**config.mk**
```make
export PLATFORM = sky130hd
export DESIGN_NAME = csl_charger_status
export DESIGN_NICKNAME = d
export VERILOG_FILES = /design/src/shared/csl_pkg.sv /design/src/csl_charger_status.sv
export SDC_FILE = /design/constraint.sdc
export NUM_CORES = 1
export LEC_CHECK = 0
export BUFFER_PORTS_ARGS = -buffer_cell sky130_fd_sc_hd__buf_2
export CAP_MARGIN = 20
export CORE_MARGIN = 3
export CORE_UTILIZATION = 30
export CTS_CLUSTER_SIZE = 28
export DETAILED_ROUTE_END_ITERATION = 6
export PLACE_DENSITY_LB_ADDON = 0.1
export SLEW_MARGIN = 5
export SYNTH_ARGS = -nofsm -noshare
export SYNTH_HDL_FRONTEND = slang
export SYNTH_SLANG_ARGS = --single-unit
```
**constraint.sdc**
```tcl
create_clock -name I_CLK_SYS -period 33.3 [get_ports I_CLK_SYS]
set_input_delay 6.66 -clock I_CLK_SYS [delete_from_list [all_inputs] [get_ports I_CLK_SYS]]
set_output_delay 6.66 -clock I_CLK_SYS [all_outputs]
set_load 0.005 [all_outputs]
```
**src/shared/csl_pkg.sv**
```systemverilog
// Constants and carrier types for the charger status word and selector.
// Assumes comparator outputs arrive as digital levels from the analog side.
package csl_pkg;

  // ==========================================================================
  // Status word bit positions
  localparam int BIT_CUR_IDLE  = 3;
  localparam int BIT_DPM_IDLE  = 4;
  localparam int BIT_CHG_OC    = 5;
  localparam int BIT_BAT_SW    = 6;
  localparam int BIT_AC_SW     = 7;
  localparam int BIT_THERMAL   = 8;
  localparam int BIT_COLD      = 9;
  localparam int BIT_HOT       = 10;
  localparam int BIT_DEPLETED  = 11;
  localparam int BIT_VOR       = 12;
  localparam int BIT_BAT_ABOVE = 13;
  localparam int BIT_BAT_PRES  = 14;
  localparam int BIT_AC_DET    = 15;
  localparam int STATUS_W      = 16;
  localparam logic [2:0] LOW_BITS_ZERO = 3'h0;

  // ==========================================================================
  // Charge-voltage code windows, in millivolts.
  localparam logic [15:0] VCODE_WAKE   = 16'h2328;
  localparam logic [15:0] VCODE_3C_MIN = 16'h2ee0;
  localparam logic [15:0] VCODE_3C_MAX = 16'h3840;
  localparam logic [15:0] VCODE_4C_MIN = 16'h3e80;
  localparam logic [15:0] VCODE_4C_MAX = 16'h4b00;
  localparam logic [15:0] VCODE_STEP3  = 16'h0013;
  localparam logic [15:0] VCODE_STEP4  = 16'h0019;
  localparam logic [6:0]  DAC_MAX      = 7'h7f;

  // Per-cell depleted threshold base and step, in millivolts.
  localparam logic [15:0] DEPL_BASE_MV = 16'h0898;
  localparam logic [15:0] DEPL_STEP_MV = 16'h0064;

  // Control word bit positions.
  localparam int CTL_END_CHARGE = 0;
  localparam int CTL_LEARN      = 4;
  localparam int CTL_DEPL_LO    = 9;
  localparam int CTL_DEPL_HI    = 11;

  // ==========================================================================
  // Deglitch before the bypass switch may return.
  localparam int  BYPASS_DEGLITCH_MS = 8;
  localparam int  CLK_KHZ            = 100000;
  localparam int  BYPASS_CYCLES      = BYPASS_DEGLITCH_MS * CLK_KHZ;
  localparam int  SYNC_STAGES        = 3;

  typedef struct packed {
    logic cur_loop_active;
    logic dpm_loop_active;
    logic chg_overcurrent;
    logic adapter_overcurrent;
    logic tj_above_145;
    logic tj_below_130;
    logic ts_above_cold;
    logic ts_below_hot_start;
    logic ts_below_hot_run;
    logic ts_battery_detect;
    logic adapter_detect_input_above_2v4;
    logic bat_above_input;
    logic input_below_bat_150;
    logic input_above_bat_250;
    logic sys_above_bat_150;
  } csl_comp_type;
  localparam int COMP_W = 15;

endpackage

```
**src/csl_charger_status.sv**
```systemverilog
// Upper status bits, power-path selection and alarm of the charger.
// Assumes the SMBus engine supplies control word, voltage code, battery
// voltage and a one-cycle pulse whenever the status word is read.
`timescale 1ns/10ps
module csl_charger_status #(
  parameter int BYPASS_CYC = csl_pkg::BYPASS_CYCLES
) (
  input  wire logic                  I_CLK_SYS,
  input  wire logic                  I_RST,
  input  wire csl_pkg::csl_comp_type I_COMP,
  input  wire logic                  I_CHARGE_ENABLE_PIN,
  input  wire logic [15:0]           I_CONTROL_WORD,
  input  wire logic [15:0]           I_VOLTAGE_CODE,
  input  wire logic [15:0]           I_BAT_MV,
  input  wire logic                  I_STATUS_READ,
  output logic [15:0]                O_STATUS_WORD,
  output logic                       O_ALARM_O,
  output logic                       O_ALARM_OE,
  output logic                       O_HIGH_SIDE_EN,
  output logic                       O_BATTERY_SWITCH_DRIVE,
  output logic                       O_ADAPTER_SWITCH_DRIVE,
  output logic                       O_BYPASS_SWITCH_DRIVE,
  output logic                       O_CHARGE_RUN,
  output logic                       O_WAKE_MODE,
  output logic                       O_FOUR_CELL,
  output logic [6:0]                 O_VOLTAGE_DAC
);
  import csl_pkg::*;

  // ==========================================================================
  // Input synchronisers
  // Comparators are asynchronous to the clock; stage one feeds only stage two.
  logic [COMP_W-1:0] sync1_reg;
  logic [COMP_W-1:0] sync2_reg;
  logic [COMP_W-1:0] sync3_reg;
  logic [COMP_W-1:0] comp_reg;
  logic              pin1_reg;
  logic              pin2_reg;
  logic              pin3_reg;
  logic              pin_reg;
  csl_comp_type      c;

  always_ff @(posedge I_CLK_SYS) begin
    if (I_RST) begin
      sync1_reg <= '0;
      sync2_reg <= '0;
      sync3_reg <= '0;
      comp_reg  <= '0;
      pin1_reg  <= 1'b1;
      pin2_reg  <= 1'b1;
      pin3_reg  <= 1'b1;
      pin_reg   <= 1'b1;
    end else begin
      sync1_reg <= I_COMP;
      sync2_reg <= sync1_reg;
      sync3_reg <= sync2_reg;
      pin1_reg  <= I_CHARGE_ENABLE_PIN;
      pin2_reg  <= pin1_reg;
      pin3_reg  <= pin2_reg;
      for (int i = 0; i < COMP_W; i++) begin
        if (sync2_reg[i] == sync3_reg[i]) begin
          comp_reg[i] <= sync2_reg[i];
        end
      end
      if (pin2_reg == pin3_reg) begin
        pin_reg <= pin2_reg;
      end
    end
  end

  assign c = csl_comp_type'(comp_reg);

  // ==========================================================================
  // Charge-voltage code decode
  logic        code_wake;
  logic        code_3c;
  logic        code_4c;
  logic        code_high;
  logic        code_bad;
  logic [15:0] code_off;
  logic [15:0] dac_wide;
  logic [6:0]  dac_val;

  always_comb begin
    code_wake = (I_VOLTAGE_CODE == VCODE_WAKE);
    code_3c   = (I_VOLTAGE_CODE >= VCODE_3C_MIN) &&
                (I_VOLTAGE_CODE <= VCODE_3C_MAX);
    code_high = (I_VOLTAGE_CODE > VCODE_4C_MAX);
    code_4c   = ((I_VOLTAGE_CODE >= VCODE_4C_MIN) &&
                 (I_VOLTAGE_CODE <= VCODE_4C_MAX)) || code_high;
    code_bad  = !(code_wake || code_3c || code_4c);
    code_off  = code_3c ? (I_VOLTAGE_CODE - VCODE_3C_MIN)
                        : (I_VOLTAGE_CODE - VCODE_4C_MIN);
    // Integer division truncates, so in-between codes round down.
    dac_wide  = code_3c ? (code_off / VCODE_STEP3)
                        : (code_off / VCODE_STEP4);
    dac_val   = (code_high || dac_wide > 16'(DAC_MAX)) ? DAC_MAX
                                                      : dac_wide[6:0];
    if (!(code_3c || code_4c)) begin
      dac_val = '0;
    end
  end

  // ==========================================================================
  // Depleted threshold scaled by cell count
  logic [15:0] cell_mv;
  logic [15:0] depl_mv;
  logic        depleted;

  always_comb begin
    cell_mv  = DEPL_BASE_MV + 16'(I_CONTROL_WORD[CTL_DEPL_HI:CTL_DEPL_LO]) *
               DEPL_STEP_MV;
    depl_mv  = code_3c ? 16'(cell_mv * 16'h0003) : 16'(cell_mv * 16'h0004);
    depleted = (I_BAT_MV < depl_mv);
  end

  // ==========================================================================
  // Thermal latch and charge gating
  logic thermal_reg;
  logic learn;
  logic charge_ok;

  always_ff @(posedge I_CLK_SYS) begin
    if (I_RST) begin
      thermal_reg <= 1'b0;
    end else if (c.tj_above_145) begin
      thermal_reg <= 1'b1;
    end else if (c.tj_below_130) begin
      thermal_reg <= 1'b0;
    end
  end

  assign learn = I_CONTROL_WORD[CTL_LEARN];
  assign charge_ok = !I_CONTROL_WORD[CTL_END_CHARGE] && !pin_reg &&
                     c.adapter_detect_input_above_2v4 && c.ts_battery_detect &&
                     !code_bad && !thermal_reg;

  // ==========================================================================
  // Power-path selection
  logic learn_left_reg;
  logic bat_sw;
  logic ac_sw;

  // Once learn is abandoned on depletion it stays on adapter until learn drops.
  always_ff @(posedge I_CLK_SYS) begin
    if (I_RST) begin
      learn_left_reg <= 1'b0;
    end else if (!learn) begin
      learn_left_reg <= 1'b0;
    end else if (depleted && c.adapter_detect_input_above_2v4) begin
      learn_left_reg <= 1'b1;
    end
  end

  always_comb begin
    bat_sw = (!c.adapter_detect_input_above_2v4 || (learn && !learn_left_reg)) &&
             !depleted && !c.sys_above_bat_150;
    ac_sw  = c.adapter_detect_input_above_2v4 && (!learn || learn_left_reg ||
             depleted) && !c.adapter_overcurrent;
  end

  // ==========================================================================
  // Bypass reverse-discharge protection
  logic        bypass_reg;
  logic [31:0] deg_cnt_reg;

  always_ff @(posedge I_CLK_SYS) begin
    if (I_RST) begin
      bypass_reg  <= 1'b0;
      deg_cnt_reg <= '0;
    end else if (c.input_below_bat_150) begin
      bypass_reg  <= 1'b0;
      deg_cnt_reg <= '0;
    end else if (!c.input_above_bat_250) begin
      deg_cnt_reg <= '0;
    end else if (!bypass_reg) begin
      if (deg_cnt_reg >= 32'(BYPASS_CYC - 1)) begin
        bypass_reg <= 1'b1;
      end else begin
        deg_cnt_reg <= deg_cnt_reg + 32'h1;
      end
    end
  end

  // ==========================================================================
  // Status word, outputs and alarm
  logic [15:0] status_next;
  logic        alarm_reg;

  always_comb begin
    status_next = '0;
    status_next[BIT_CUR_IDLE]  = !(charge_ok && c.cur_loop_active);
    status_next[BIT_DPM_IDLE]  = !(charge_ok && c.dpm_loop_active);
    status_next[BIT_CHG_OC]    = c.chg_overcurrent;
    status_next[BIT_BAT_SW]    = bat_sw;
    status_next[BIT_AC_SW]     = ac_sw;
    status_next[BIT_THERMAL]   = thermal_reg;
    status_next[BIT_COLD]      = c.ts_above_cold;
    status_next[BIT_HOT]       = O_CHARGE_RUN ? c.ts_below_hot_run
                                              : c.ts_below_hot_start;
    status_next[BIT_DEPLETED]  = depleted;
    status_next[BIT_VOR]       = code_bad;
    status_next[BIT_BAT_ABOVE] = c.bat_above_input;
    status_next[BIT_BAT_PRES]  = c.ts_battery_detect;
    status_next[BIT_AC_DET]    = c.adapter_detect_input_above_2v4;
    status_next[2:0]           = LOW_BITS_ZERO;
  end

  always_ff @(posedge I_CLK_SYS) begin
    if (I_RST) begin
      O_STATUS_WORD          <= 16'h0018;
      O_HIGH_SIDE_EN         <= 1'b0;
      O_BATTERY_SWITCH_DRIVE <= 1'b0;
      O_ADAPTER_SWITCH_DRIVE <= 1'b0;
      O_CHARGE_RUN           <= 1'b0;
      O_WAKE_MODE            <= 1'b0;
      O_FOUR_CELL            <= 1'b0;
      O_VOLTAGE_DAC          <= '0;
    end else begin
      O_STATUS_WORD          <= status_next;
      // Cut while chg_overcurrent is high; not latched, so it returns the cycle after it clears.
      O_HIGH_SIDE_EN         <= charge_ok && !c.chg_overcurrent;
      O_BATTERY_SWITCH_DRIVE <= bat_sw;
      O_ADAPTER_SWITCH_DRIVE <= ac_sw;
      O_CHARGE_RUN           <= charge_ok;
      O_WAKE_MODE            <= code_wake;
      O_FOUR_CELL            <= code_4c;
      O_VOLTAGE_DAC          <= dac_val;
    end
  end

  assign O_BYPASS_SWITCH_DRIVE = bypass_reg;

  // A change in the read cycle wins so it is not lost.
  always_ff @(posedge I_CLK_SYS) begin
    if (I_RST) begin
      alarm_reg <= 1'b0;
    end else if (status_next != O_STATUS_WORD) begin
      alarm_reg <= 1'b1;
    end else if (I_STATUS_READ) begin
      alarm_reg <= 1'b0;
    end
  end

  assign O_ALARM_O  = 1'b0;
  assign O_ALARM_OE = alarm_reg;
endmodule // csl_charger_status

```
# After elaboration in Yosys (flattened, before gate mapping)
# Cells that the tools add are included.
# totals
register_bits,129
input_bits,67
# op_classes
addsub,4
n_mul,2
div,2
order_cmp,8
eq_ne,18
muxes,11
bitwise_logic,5
reduce_logical,44
# op_table
operator,count
$add 32x1->32 const B,1
$div 16x5->16 const B,2
$ge 16x14->1 const B,2
$ge 32x20->1 const B,1
$mux 16,2
$sub 16x14->16 const B,2
$eq 1x1->1,16
$eq 16x14->1 const B,1
$gt 16x15->1 const B,1
$gt 16x7->1 const B,1
$le 16x14->1 const B,1
$le 16x15->1 const B,1
$logic_and 1x1->1,16
$lt 16x15->1,1
$ne 16x16->1,1
$mul 13x2->15 const B,1
$mux 15,1
$add 12x10->13 const A,1
$logic_not 1->1,13
$logic_or 1x1->1,8
$mul 3x5->8 const B,1
$mux 1,7
$mux 7,1
$reduce_or 2->1,3
other kinds (4),9

# Depth between registers and ports, before layout
# logic_depth
ltp_word,10
ltp_mapped,107
mapped_depth_nobuf,100

# Worst setup path after synthesis
# No wires, ideal clock.
# synth_timing
path_kind,input to register
start,input I_VOLTAGE_CODE[0]
end,register O_VOLTAGE_DAC[0]
setup_time_ns,0.137
t_arrival_ns,27.659
setup_slack_ns,5.503
stages,100
n_path_buf,8
path_cell_list,or4_1 > buf_2 > nor3_4 > o221ai_2 > nor2_4 > clkbuf_1 > ha_1 > nor2_1 > o31a_1 > or2_2 > ha_1 > a21o_1 > a41oi_1 > nand3_2 > a21oi_1 > xor2_1 > inv_1 > ha_1 > (+64 left out) > nor3_1 > mux2i_1 > nand3_1 > and4_1 > buf_6 > xnor2_1 > ha_1 > ha_1 > nor4_2 > o211a_1 > and2_4 > xnor2_1 > ha_1 > a211o_1 > a21oi_1 > and4b_1 > a221oi_1 > a31oi_1
# synth_via
elab_chain_cells,8
word_cells_on_any_way,20
# synth_rtl
item,line_no,text
"start, declared",csl_charger_status.sv:13,"input wire logic [15:0] I_VOLTAGE_CODE,"
$ge 16x14->1 / $le 16x14->1 (equally long branches),"csl_charger_status.sv:86, csl_charger_status.sv:87",
$logic_and 1x1->1,csl_charger_status.sv:86,code_3c = (I_VOLTAGE_CODE >= VCODE_3C_MIN) &&
$mux 16,csl_charger_status.sv:92,code_off = code_3c ? (I_VOLTAGE_CODE - VCODE_3C_MIN)
$div 16x5->16 (on tied branches),"csl_charger_status.sv:96, csl_charger_status.sv:95",
$mux 16,csl_charger_status.sv:95,dac_wide = code_3c ? (code_off / VCODE_STEP3)
$gt 16x7->1,csl_charger_status.sv:97,dac_val = (code_high || dac_wide > 16'(DAC_MAX)) ? DAC_MAX
$logic_or 1x1->1,csl_charger_status.sv:97,
$mux 7,csl_charger_status.sv:97,
"end signal, assigned",csl_charger_status.sv:228,O_VOLTAGE_DAC <= dac_val;
"end, declared",csl_charger_status.sv:26,output logic [6:0] O_VOLTAGE_DAC
# Parallel ways exist; a longest one is shown, timed or not.
# A chain may end at the register's enable or synchronous reset.

# Final worst setup path
# layout_timing
start,input I_VOLTAGE_CODE[1]
end,register O_VOLTAGE_DAC[0]
# Same word-level chain as after synthesis.

==> out/results.ini <==
[cells_and_area]
drive_gt1_frac = 0.154
postLayoutCellArea_mm2 = 0.0113
largest_register_ffs = 32
fin_nets = 1406
n_antenna_cell = 0
area_delta_synth_final_pct = 14.2
fillers = 3407

[critical_path]
critPathLaunchType = primary input
worst_setup_path_end_kind = flip-flop
slowest_stage = or4b_1
path_class = in -> reg
cp.depth = 97
cp_top_family = compound AO/OA/AOI/OAI gates
crit_path_max_incr_delay_ns = 0.80
r2r_start = deg_cnt_reg[0]
r2r-end = deg_cnt_reg[15]
crit_arrival_ns = 31.34
crit_end = O_VOLTAGE_DAC[0]
rrSetupSlack_ns = 30.55
r2r_cells = 13
cp.required_ns = 33.54
cp_max_fo = 12
cp.buffers_inverters = 8
cp_common_cell = ha_1
startpoint = I_VOLTAGE_CODE[1]

[global_route]
grt.total_usage = 0.150
grt_pass1_vias = 8593
antenna_found_initial = 0
grt_overflow = 0
grt_max_degree = 47
grt_pass1_wl_mm = 44.2

[clocking]
cts_tree = done
cts_buffer_depth = 2
cts_root_buffer = clkbuf_16
numCtsBuffers = 17
clk_latency_ns = 0.42
clk_pin_slew_ns = 0.06
cts_max_level = 4
cts_sinks = 124

[timing]
rsz0062_at_grt = no
worst_slew_pin_slew_ns = 0.978
final_hold_viol_count = 0
drv_slew = 0
setup_tns_ns = 0
maxClockFrequency_mhz = 32.2
finalClockSkew_ns = 0.0142
setup_viol = 0
min_period_over_period = 0.934
post-route-min-period_ns = 31.10
relSlewSlack = 0.347

[logic_synthesis]
ys.flop_type = dfxtp_1
muxShareOfSynthArea = 0.0625
synth-seq-cells = 124
synth_compound_area_frac = 0.238
synthXorXnorAreaFrac = 0.0877
synth-simple-area-share = 0.261
synth.avg_cell_area_um2 = 8.12
yosys_warnings = 0
netlist_area_mm2 = 0.00989
synthCells = 1217
synth_top_family_by_area = simple AND/OR/NAND/NOR gates
ys_seq_area_frac = 0.251
async_reset_ff_frac = 0
synthAdderAreaFrac = 0.0640
synth_edf_count = 0
yosysUniqueCellTypes = 103

[drt]
first_pass_iters = 5
antenna_left = 0
drc = 0
vias_per_cell = 5.20
drtIter0Drc = 444
vias = 9036
wirelength_mm = 26.7
wire_per_inst_um = 15.4

[die]
start_util = 0.309
die_h_um = 188
dieArea_mm2 = 0.0352
core-area_mm2 = 0.0320
io_pins = 99
fp.dieW_um = 188
placementRows = 65

[place]
place_area_mm2 = 0.0107
dp_hpwl_mm = 20.8
io_buffers = 81
gp_congestion = 0.819

[outcome]
outcome = completed

[hold_path]
hp-class = reg -> reg
min_from = pin1_reg

[job]
cap_violations = 0

==> routing by layer <==
metal / vias to the layer above / global-route usage / wire length [µm]
met4: 0 / 0.0447 / 403
met2: 139 / 0.242 / 12100
li1: 4615 / - / -
met5: - / 0 / 0
met3: 27 / 0.0208 / 727
met1: 4255 / 0.209 / 13500
==> what timing repair did <==
action,CTS,global route
buffers inserted,0,2
setup endpoints to repair,0,1
hold buffers,0,0
resized for setup,0,2
==> Yosys cell counts, types with 6 or more instances <==
cell type,count,area (µm²)
and4_1,6,52.6
ha_1,49,613
a211o_1,10,87.6
o31ai_1,6,45.0
o2111ai_1,7,61.3
nand2_1,102,383
or3_1,10,62.6
clkbuf_1,25,93.8
mux2i_1,34,340
nor4_1,16,100
o21bai_1,8,60.1
nor3_1,33,165
xor2_1,42,368
a31oi_1,10,62.6
nand3_1,35,175
and2_1,16,100
nand3b_1,6,45.0
o21ai_0,54,270
o21ai_1,6,30.0
o22ai_1,6,37.5
mux2_2,13,146
xnor2_1,57,499
a21o_1,18,135
dfxtp_1,124,2480
nand2b_1,18,113
nor3b_1,6,45.0
buf_4,9,67.6
inv_1,31,116
buf_2,6,30.0
nor2_1,98,368
o211ai_1,14,105
a21oi_1,87,435
and3_1,22,138
nand4_1,13,81.3
a211oi_1,11,82.6
nor2b_1,63,394
o21a_1,7,52.6
or2_2,12,75.1
==> cell families after synthesis <==
kind of cell	count (synthesis)
and+or+nand+nor	483
AOI/OAI and AO/OA	328
DFF	124
xor gates and xnor gates	99
buffers and inverters	77
muxes	55
adders and majority gates	50
other	1
==> layout by cell type, fill, tap and decap left out, types with 16 or more instances in the layout <==
master,instances
xnor2_1,56
nand2_1,102
and3_1,22
nand2b_1,18
inv_1,31
o21ai_0,54
and2_1,16
ha_1,49
a21oi_1,86
nor3_1,33
nor2b_1,63
nand3_1,35
xor2_1,42
a21o_1,18
nor2_1,98
nor4_1,16
dfxtp_1,124
clkbuf_16,17
buf_2,81
mux2i_1,34
==> area by class of cell <==
class	count	area (µm²)	share of cell area
multi-input combinational	1019	7070	0.627
sequential	124	2480	0.220
tap	435	544	0.0482
timing repair buffer	95	510	0.0452
clock buffer	23	468	0.0415
inverter	32	120	0.0106
clock inverter	9	88.8	0.00787
==> per-stage QoR <==
stage | util | setup slack [ns] | std cells | hold slack (ns)
global route | 0.352 | 0.0559 | 1737 | 0.427
detailed placement | 0.334 | 1.40 | 1703 | 0.399
CTS | 0.351 | 1.77 | 1735 | 0.413
global placement | 0.334 | 1.52 | 1703 | 0.403
finish | 0.352 | 2.20 | 1737 | 0.411
floorplan | - | 5.50 | 1220 | 0.389
==> how the worst min path moves through the flow <==
| stage | end | slack, ns | cells after the start |
|---|---|---|---|
| 2_1_floorplan | pin2_reg | 0.39 | 1 |
| 3_3_place_gp | pin2_reg | 0.40 | 1 |
| 3_5_place_dp | pin2_reg | 0.40 | 1 |
| 4_1_cts | pin2_reg | 0.41 | 1 |
| 5_1_grt | pin2_reg | 0.43 | 1 |
| 6_report | pin2_reg | 0.41 | 1 |
==> worst reg2reg max path, delay by kind of cell (launching register included) <==
kind / cells / cell delay (ns)
adders and majority gates: 1 / 0.23
xor gates and xnor gates: 1 / 0.15
buffers and inverters: 1 / 0.19
DFF: 1 / 0.33
and+or+nand+nor: 6 / 0.99
AOI/OAI and AO/OA: 4 / 0.70
Power is not shown: default switching activity piles up to over one toggle a cycle in this logic, so the estimate is an artifact.
